File: src/blse_pkg.sv
// Package for the bit-logic stack evaluator: opcodes, operand sources, carriers.
// Assumes the executor resolves operand addresses into a bit before issue.
package blse_pkg;

	// ==========================================
	// Sizes
	localparam int EDGE_SLOTS   = 16;
	localparam int EDGE_IDX_W   = 4;
	localparam int PIN_W        = 16;
	localparam int PIN_IDX_W    = 4;
	localparam int MAX_TERMS    = 7;
	localparam int TERM_CNT_W   = 3;
	localparam logic TOS_RESET  = 1'h0;
	localparam logic PREV_RESET = 1'h0;

	// ==========================================
	// Instructions
	typedef enum logic [3:0] {
		BLSE_NOP,
		BLSE_LOAD_BIT,
		BLSE_AND_BIT,
		BLSE_OR_BIT,
		BLSE_LOAD_NOT_BIT,
		BLSE_AND_NOT_BIT,
		BLSE_OR_NOT_BIT,
		BLSE_LOAD_IMMEDIATE,
		BLSE_AND_IMMEDIATE,
		BLSE_OR_IMMEDIATE,
		BLSE_LOAD_INVERTED_IMMEDIATE,
		BLSE_AND_INVERTED_IMMEDIATE,
		BLSE_OR_INVERTED_IMMEDIATE,
		BLSE_INVERT_TOP,
		BLSE_RISING_EDGE_DETECT,
		BLSE_FALLING_EDGE_DETECT
	} blse_op_t;

	// Where a non-immediate operand comes from
	typedef enum logic [1:0] {
		BLSE_SRC_MEMORY,
		BLSE_SRC_INPUT_IMAGE,
		BLSE_SRC_OUTPUT_IMAGE
	} blse_src_t;

	typedef struct packed {
		blse_op_t                op;
		blse_src_t               src;
		logic                    mem_bit;
		logic [PIN_IDX_W-1:0]    pin_idx;
		logic [EDGE_IDX_W-1:0]   edge_idx;
	} blse_instr_t;

	typedef struct packed {
		logic [PIN_W-1:0] input_image;
		logic [PIN_W-1:0] output_image;
	} blse_image_t;

endpackage
File: src/blse_evaluator.sv
// Bit-logic stack evaluator: one instruction per cycle against a one-bit stack top.
// Assumes the scan executor is on core_clk; physical input pins are asynchronous.

`timescale 1ns/1ps
`default_nettype none

module blse_evaluator (
	input  wire logic                         core_clk,
	input  wire logic                         srst,
	input  wire logic                         instr_valid,
	input  wire blse_pkg::blse_instr_t        instr,
	input  wire blse_pkg::blse_image_t        image,
	input  wire logic [blse_pkg::PIN_W-1:0]   phys_pins,
	input  wire logic                         scan_strobe,
	output logic                              stack_top,
	output logic                              term_overflow,
	output logic                              instr_done
);

	// ==========================================
	// Pin synchroniser
	// Pins are asynchronous; sample only after two flops
	logic [blse_pkg::PIN_W-1:0] pin_meta_q;
	logic [blse_pkg::PIN_W-1:0] pin_sync_q;

	always_ff @(posedge core_clk) begin
		if (srst) begin
			pin_meta_q <= '0;
			pin_sync_q <= '0;
		end else begin
			pin_meta_q <= phys_pins;
			pin_sync_q <= pin_meta_q;
		end
	end

	// ==========================================
	// Operand resolution
	function automatic logic combine(input logic [1:0] mode, input logic top, input logic v);
		unique case (mode)
			2'h0:    combine = v;
			2'h1:    combine = top & v;
			default: combine = top | v;
		endcase
	endfunction

	logic [blse_pkg::PIN_W-1:0] pin_now;
	logic                       operand;
	logic                       imm_bit;
	logic                       stack_top_q;
	logic                       stack_top_d;
	logic [blse_pkg::EDGE_SLOTS-1:0] prev_q;
	logic                       prev_sel;

	assign pin_now  = pin_sync_q;
	assign prev_sel = prev_q[instr.edge_idx];

	always_comb begin
		unique case (instr.src)
			blse_pkg::BLSE_SRC_INPUT_IMAGE:  operand = image.input_image[instr.pin_idx];
			blse_pkg::BLSE_SRC_OUTPUT_IMAGE: operand = image.output_image[instr.pin_idx];
			blse_pkg::BLSE_SRC_MEMORY:       operand = instr.mem_bit;
			default:                         operand = instr.mem_bit;
		endcase
	end

	// Image is an input here; the block has no path to write it
	assign imm_bit = pin_now[instr.pin_idx];

	// ==========================================
	// Stack top evaluation
	always_comb begin
		stack_top_d = stack_top_q;
		if (instr_valid) begin
			unique case (instr.op)
				blse_pkg::BLSE_NOP:          stack_top_d = stack_top_q;
				blse_pkg::BLSE_LOAD_BIT:     stack_top_d = combine(2'h0, stack_top_q, operand);
				blse_pkg::BLSE_AND_BIT:      stack_top_d = combine(2'h1, stack_top_q, operand);
				blse_pkg::BLSE_OR_BIT:       stack_top_d = combine(2'h2, stack_top_q, operand);
				blse_pkg::BLSE_LOAD_NOT_BIT: stack_top_d = combine(2'h0, stack_top_q, ~operand);
				blse_pkg::BLSE_AND_NOT_BIT:  stack_top_d = combine(2'h1, stack_top_q, ~operand);
				blse_pkg::BLSE_OR_NOT_BIT:   stack_top_d = combine(2'h2, stack_top_q, ~operand);
				blse_pkg::BLSE_LOAD_IMMEDIATE:
					stack_top_d = combine(2'h0, stack_top_q, imm_bit);
				blse_pkg::BLSE_AND_IMMEDIATE:
					stack_top_d = combine(2'h1, stack_top_q, imm_bit);
				blse_pkg::BLSE_OR_IMMEDIATE:
					stack_top_d = combine(2'h2, stack_top_q, imm_bit);
				blse_pkg::BLSE_LOAD_INVERTED_IMMEDIATE:
					stack_top_d = combine(2'h0, stack_top_q, ~imm_bit);
				blse_pkg::BLSE_AND_INVERTED_IMMEDIATE:
					stack_top_d = combine(2'h1, stack_top_q, ~imm_bit);
				blse_pkg::BLSE_OR_INVERTED_IMMEDIATE:
					stack_top_d = combine(2'h2, stack_top_q, ~imm_bit);
				blse_pkg::BLSE_INVERT_TOP:   stack_top_d = ~stack_top_q;
				blse_pkg::BLSE_RISING_EDGE_DETECT:
					stack_top_d = stack_top_q & ~prev_sel;
				blse_pkg::BLSE_FALLING_EDGE_DETECT:
					stack_top_d = ~stack_top_q & prev_sel;
			endcase
		end
	end

	always_ff @(posedge core_clk) begin
		if (srst) begin
			stack_top_q <= blse_pkg::TOS_RESET;
		end else begin
			stack_top_q <= stack_top_d;
		end
	end

	assign stack_top = stack_top_q;

	// ==========================================
	// Edge history, one slot per instruction instance
	logic is_edge;

	assign is_edge = instr_valid && (instr.op == blse_pkg::BLSE_RISING_EDGE_DETECT
		|| instr.op == blse_pkg::BLSE_FALLING_EDGE_DETECT);

	// Cleared at reset so the first scan never reports an edge from a stale 1
	always_ff @(posedge core_clk) begin
		if (srst) begin
			prev_q <= {blse_pkg::EDGE_SLOTS{blse_pkg::PREV_RESET}};
		end else if (is_edge) begin
			prev_q[instr.edge_idx] <= stack_top_q;
		end
	end

	// ==========================================
	// Term counter for a combined AND/OR chain
	// Counts terms after a load; the issuer must split past seven
	logic [blse_pkg::TERM_CNT_W-1:0] terms_q;
	logic                            is_load;
	logic                            is_comb;
	logic                            term_overflow_q;

	assign is_load = instr_valid && (instr.op == blse_pkg::BLSE_LOAD_BIT
		|| instr.op == blse_pkg::BLSE_LOAD_NOT_BIT
		|| instr.op == blse_pkg::BLSE_LOAD_IMMEDIATE
		|| instr.op == blse_pkg::BLSE_LOAD_INVERTED_IMMEDIATE);
	assign is_comb = instr_valid && !is_load && !is_edge
		&& instr.op != blse_pkg::BLSE_NOP && instr.op != blse_pkg::BLSE_INVERT_TOP;

	always_ff @(posedge core_clk) begin
		if (srst || scan_strobe) begin
			terms_q <= '0;
		end else if (is_load) begin
			terms_q <= 3'h1;
		end else if (is_comb && terms_q != 3'h7) begin
			terms_q <= terms_q + 3'h1;
		end
	end

	// Sticky within a scan; a new scan clears it unless the breach is in that cycle
	always_ff @(posedge core_clk) begin
		if (srst) begin
			term_overflow_q <= 1'h0;
		end else if (is_comb && terms_q == 3'h7) begin
			term_overflow_q <= 1'h1;
		end else if (scan_strobe) begin
			term_overflow_q <= 1'h0;
		end
	end

	assign term_overflow = term_overflow_q;

	always_ff @(posedge core_clk) begin
		if (srst) begin
			instr_done <= 1'h0;
		end else begin
			instr_done <= instr_valid;
		end
	end
endmodule // blse_evaluator

`default_nettype wire

File: config.mk
export PLATFORM = sky130hd
export DESIGN_NAME = blse_evaluator
export DESIGN_NICKNAME = d
export VERILOG_FILES = /design/src/blse_pkg.sv /design/src/blse_evaluator.sv
export SDC_FILE = /design/constraint.sdc
export NUM_CORES = 1
export LEC_CHECK = 0
export ABC_AREA = 1
export BUFFER_PORTS_ARGS = -buffer_cell sky130_fd_sc_hd__buf_4
export CORE_UTILIZATION = 45
export CTS_CLUSTER_DIAMETER = 200
export DETAILED_ROUTE_END_ITERATION = 8
export GPL_TIMING_DRIVEN = 0
export MAX_ROUTING_LAYER = met4
export PLACE_DENSITY_LB_ADDON = 0.2
export SETUP_SLACK_MARGIN = 0.1
export SLEW_MARGIN = 20
export SYNTH_ARGS = -nofsm -noshare
export SYNTH_HDL_FRONTEND = slang
export SYNTH_SLANG_ARGS = --single-unit
File: constraint.sdc
create_clock -name core_clk -period 3.69 [get_ports core_clk]
set_input_delay 0.1845 -clock core_clk [delete_from_list [all_inputs] [get_ports core_clk]]
set_output_delay 0.1845 -clock core_clk [all_outputs]
set_load 0.01 [all_outputs]
Word level (Yosys, flattened, before mapping)
Cells that the tools add are included.
Operators by class
  bitwise gates (word level): 15
  $add $sub $neg: 1
  reductions and logical operators: 22
  mux-type cells: 17
  magnitude comparators: 3
  equal/unequal tests: 20
Operators with widths (number)
  4-bit equality test (second input constant): 8
  1-bit binary-select mux with 4-bit select: 4
  16-bit bitwise mux: 1
  4-bit by 3-bit equality test with 1-bit output (second input constant): 4
  1-bit one-hot mux with 15 select lines: 1
  4-bit by 5-bit less-than comparator with 1-bit output (second input constant): 2
  1-bit logical AND: 9
  1-bit 2-to-1 mux: 9
  4-bit by 2-bit equality test with 1-bit output (second input constant): 2
  1-bit AND: 6
  1-bit logical OR: 5
  1-bit inverter: 5
  1-bit demux with 4-bit select: 1
  4-bit by 1-bit equality test with 1-bit output (second input constant): 1
  4-bit by 1-bit >= comparator with 1-bit output (second input constant): 1
  4-bit zero test: 1
  4-bit inequality test (second input constant): 1
  1-bit OR: 4
  2-bit nonzero test: 2
  4-bit nonzero test: 1
  3-bit by 1-bit adder with 3-bit output (second input constant): 1
  3-bit equality test (second input constant): 1
  3-bit inequality test (second input constant): 1
  2-bit by 1-bit equality test with 1-bit output (second input constant): 1
  other kinds (5): 6
Word-level totals
  logic and storage cells: 86
  input port bits: 67
  output and inout port bits: 3
  bits in registers: 54

Logic depth before layout (Yosys ltp)
  word-level depth: 13
  gate-level depth with buffers: 18
  gate-level depth less buffers: 16

Worst setup path after synthesis
No wires, ideal clock.
  kind: input to register
  start point: in instr[5] (netlist bit)
  end point: reg stack_top_q, in the netlist stack_top
  arrival time: 1332 ps
  library setup time: 131 ps
  data required time: 3559 ps
  stages on the path: 14
  path buffers: 2
  path slack: 2227 ps
  cell sequence: buf_4 -> buf_4 -> a21oi_1 -> o21ai_1 -> o211ai_2 -> nand3_2 -> nand3_1 -> nand2_1 -> nor2_1 -> nand2_1 -> nor2_1 -> nand2_1 -> nand2_1 -> a21oi_2
On the way
  cells in the longest elaborated chain, start to end: 6
  elaborated cells on any way between the ends: 18
  those cells by class: mux: 8; bitwise: 10
Ends and longest elaborated chain
  start, declared: line blse_evaluator.sv:11  | input wire blse_pkg::blse_instr_t instr,
  1-bit binary-select mux with 4-bit select, on equally long branches: line blse_evaluator.sv:60, blse_evaluator.sv:59
  1-bit 2-to-1 mux, on equally long branches: line blse_evaluator.sv:60, blse_evaluator.sv:59
  1-bit one-hot mux with 2 select lines: line blse_evaluator.sv:58  | unique case (instr.src)
  1-bit inverter: line blse_evaluator.sv:79, blse_evaluator.sv:80, blse_evaluator.sv:81
  1-bit OR / 1-bit AND (equally long branches): line blse_evaluator.sv:42, blse_evaluator.sv:41
  1-bit one-hot mux with 15 select lines *: line blse_evaluator.sv:74  | unique case (instr.op)
  end signal, assigned: line blse_evaluator.sv:105  | stack_top_q <= blse_pkg::TOS_RESET;
  end signal, assigned: line blse_evaluator.sv:107  | stack_top_q <= stack_top_d;
  end, declared: line blse_evaluator.sv:49  | logic stack_top_q;
Mark *: on every way between the ends. The rest lies on a longest branch, timed or not. The select of a mux whose other input is x is not followed.
A chain may end at the register's enable or synchronous reset.

Final worst setup path
  start point: reg prev_q[7] (netlist bit)
  end point: reg stack_top_q, in the netlist stack_top
On the way
  cells in the longest elaborated chain, start to end: 5
  elaborated cells on any way between the ends: 6
  those cells by class: mux: 3; bitwise: 3
Ends and longest elaborated chain
  start, declared: line blse_evaluator.sv:51  | logic [blse_pkg::EDGE_SLOTS-1:0] prev_q;
  start signal, assigned: line blse_evaluator.sv:123  | prev_q <= {blse_pkg::EDGE_SLOTS{blse_pkg::PREV_RESET}};
  start signal, assigned by index: line blse_evaluator.sv:125  | prev_q[instr.edge_idx] <= stack_top_q;
  1-bit binary-select mux with 4-bit select *: line blse_evaluator.sv:55  | assign prev_sel = prev_q[instr.edge_idx];
  1-bit 2-to-1 mux (implied by the code) *: line blse_evaluator.sv:55
  1-bit inverter: line blse_evaluator.sv:96  | stack_top_d = stack_top_q & ~prev_sel;
  1-bit AND: line blse_evaluator.sv:96
  1-bit one-hot mux with 15 select lines *: line blse_evaluator.sv:74
Marked as above.

==> flow_metrics.env <==
export IMPL_run_status="complete, no violations"
export IMPL_synth_enable_flop_cells=0
export IMPL_cts_root_buf="clkbuf_8"
export IMPL_timing_fmax_ghz=0.681
export IMPL_detail_route_wirelength_mm=6.35
export IMPL_synth_simple_area_share=0.334
export IMPL_port_buffers=66
export IMPL_worstPathRequired_ns=3.88
export IMPL_drc_marker_count_from_the_first_detailed_route_iteration=134
export IMPL_finalSetupViolCount=0
export IMPL_first_global_vias=2541
export IMPL_synth_ff_latch_count=54
export IMPL_die_w_um=81.9
export IMPL_postCtsSetupRepairBufs=0
export IMPL_grt_first_pass_wirelength_mm=10.4
export IMPL_grt_max_degree=19
export IMPL_final_hold_viol_count=0
export IMPL_critPathLaunchType="register"
export IMPL_synth_top_area_frac=0.376
export IMPL_clk_pin_slew_worst_paths_ns=0.10
export IMPL_synth_top_family_by_area="simple AND/OR/NAND/NOR gates"
export IMPL_place_detailed_hpwl_mm=4.93
export IMPL_hp_class="in2reg"
export IMPL_initial_cell_density_of_the_core=0.477
export IMPL_cts_inserted_buffers=5
export IMPL_antenna_violations_before_repair=0
export IMPL_firstDrtPassIters=4
export IMPL_cts_hold_buffers=0
export IMPL_worstPathArrival_ns=1.66
export IMPL_cts_repair_resize_count=0
export IMPL_final_cell_area_um2=3550
export IMPL_synth_top_area_cell="dfxtp_1"
export IMPL_clock_insertion_delay_worst_skew_ns=0.31
export IMPL_mappedNetlistArea_um2=2870
export IMPL_power_density_cell_area_nw_per_um2=326
export IMPL_post_route_cells_drive_above_1_share=0.211
export IMPL_globalRoute_totalOverflow=0
export IMPL_netlist_instances=439
export IMPL_synth_net_count=510
export IMPL_clock_path_buffers=2
export IMPL_avgViaCountPerCell=4.74
export IMPL_yosys_warnings=0
export IMPL_max_slew_margin_rel=0.658
export IMPL_post_synth_top_count_cell="nand2_1"
export IMPL_cts_tree="yes"
export IMPL_async_set_or_reset_flop_fraction_in_the_synthesized_netlist=0
export IMPL_worst_slew_pin_slew_ns=0.513
export IMPL_placedInstanceArea_um2=3460
export IMPL_htree_num_levels=2
export IMPL_clock_skew_final_ns=0.00367
export IMPL_n_antenna_cell=0
export IMPL_reported_max_cap_violation_count=0
export IMPL_grt_setup_unrepaired="false"
export IMPL_die_y_um=81.9
export IMPL_finalMaxSlewViolations=0
export IMPL_area_growth_pct=23.8
export IMPL_post_drt_wl_per_cell_um=10.8
export IMPL_numClockSinks=54
export IMPL_crit_path_max_fanout=2
export IMPL_drc_errors=0
export IMPL_yosys_top_cells_count="nand2_1 (96), inv_1 (74), nor2_1 (68)"
export IMPL_route_antenna_remaining_nets=0
export IMPL_period_minus_slack_ns=1.47
export IMPL_rows=28
export IMPL_grt_usage=0.206
export IMPL_io_pin_count=70
export IMPL_finalNetCount=583
export IMPL_num_vias=2788
export IMPL_synthXorXnorAreaFrac=0.00305
export IMPL_share_of_synthesized_cell_area_in_full_adder_half_adder_and_majority_cells=0.0174
export IMPL_die_area_um2=6700
export IMPL_timing_setup_tns_ns=0
export IMPL_criticalPathCategory="reg2reg"
export IMPL_postSynth_topFlopCell="dfxtp_1"
export IMPL_p_leak_uw=0.00178
export IMPL_cells_taking_the_most_area_after_synthesis="dfxtp_1 (38%), nand2_1 (13%), inv_1 (9.7%), nor2_1 (8.9%), nand3_1 (7.5%)"
export IMPL_yosys_mux_area_fraction=0
export IMPL_place_gp_congestion=0.901
export IMPL_postSynthAreaPerCell_um2=6.54
export IMPL_worst_ir_drop_vdd_uv=209
export IMPL_synth_compound_gate_area_share=0.123
export IMPL_setup_worst_path_end_class="register"
export IMPL_synthDistinctLibCells=31
export IMPL_placeableCoreArea_um2=6030
export IMPL_synth_seq_area_share=0.376
export IMPL_timing_final_crit_share=0.398
==> cell type report <==
cell class / count / area [µm²]
timing repair buffer: 66 / 495
clock buffer: 5 / 68.8
inverter: 82 / 313
tap: 75 / 93.8
buffer: 15 / 106
multi-input combinational: 288 / 1370
fill: 627 / 2470
clock inverter: 3 / 25.0
sequential: 54 / 1080
==> placed cells by master, fill, tap and decap left out, types with 7 or more instances in the layout <==
cell type / instances
inv_1: 74
clkbuf_1: 7
o21ai_1: 11
buf_4: 68
o21ai_0: 10
nor2_1: 68
nand2_1: 96
dfxtp_1: 54
nand3_1: 43
a21oi_1: 18
==> where the power goes <==
group          switching (µW)  total [µW]  internal [µW]
registers                5.74         607            601
clock network             205         343            137
logic                     114         210           96.5
==> worst paths after layout <==
| kind | start | end | slack, ns | depth (start not counted) |
|---|---|---|---|---|
| hold / removal | phys_pins[5] | pin_meta_q[5] | 0.06 | 3 |
| hold reg to reg | pin_meta_q[1] | pin_now[1] | 0.41 | 2 |
| setup reg to reg | prev_q[7] | stack_top | 2.22 | 14 |
| setup / recovery | prev_q[7] | stack_top | 2.22 | 14 |
==> state kept, by name (all words and copies together) (netlist names) <==
signal	cells
prev_q	16
stack_top	1
term_overflow	1
pin_now	16
terms_q	3
instr_done	1
pin_meta_q	16
==> metrics by stage <==
stage / power (µW) / std cells / hold slack, ns / util / worst slack [ns]
floorplan: 743 / 439 / 0.291 / - / 2.23
global placement: 829 / 580 / 0.386 / 0.574 / 1.98
detailed placement: 833 / 580 / 0.391 / 0.574 / 1.98
CTS: 1170 / 588 / 0.0575 / 0.590 / 2.21
global route: 1220 / 588 / 0.0523 / 0.590 / 2.00
finish: 1160 / 588 / 0.0617 / 0.590 / 2.22
==> cell families after synthesis <==
logic type | Yosys count
AND/OR/NAND/NOR | 226
adder cells (fa/ha/maj) | 4
AO/OA/AOI/OAI | 57
flip-flops | 54
buffers and inverters | 97
XOR/XNOR | 1
==> worst max-delay path, cell delays in order, from the launching register on <==
cell and delay [ns]:
dfxtp_1 0.31, inv_1 0.06, nor2_1 0.04, a21oi_1 0.10, nand2_1 0.06, nand2_1 0.05
nand2_1 0.05, nor2_1 0.16, nand2_1 0.07, nand2_1 0.06, nand3_1 0.06, nor2_1 0.10
nand3_1 0.09, nand2_1 0.08, a21oi_2 0.05
==> per-layer routing <==
| layer | up-vias | track usage | wire length, µm |
|---|---|---|---|
| li1 | 1504 | - | - |
| met1 | 1178 | 0.250 | 2900 |
| met2 | 99 | 0.345 | 2840 |
| met3 | 7 | 0.0333 | 535 |
| met4 | 0 | 0.0684 | 74 |
| met5 | - | - | 0 |
Power figures use the tool's default switching activity.
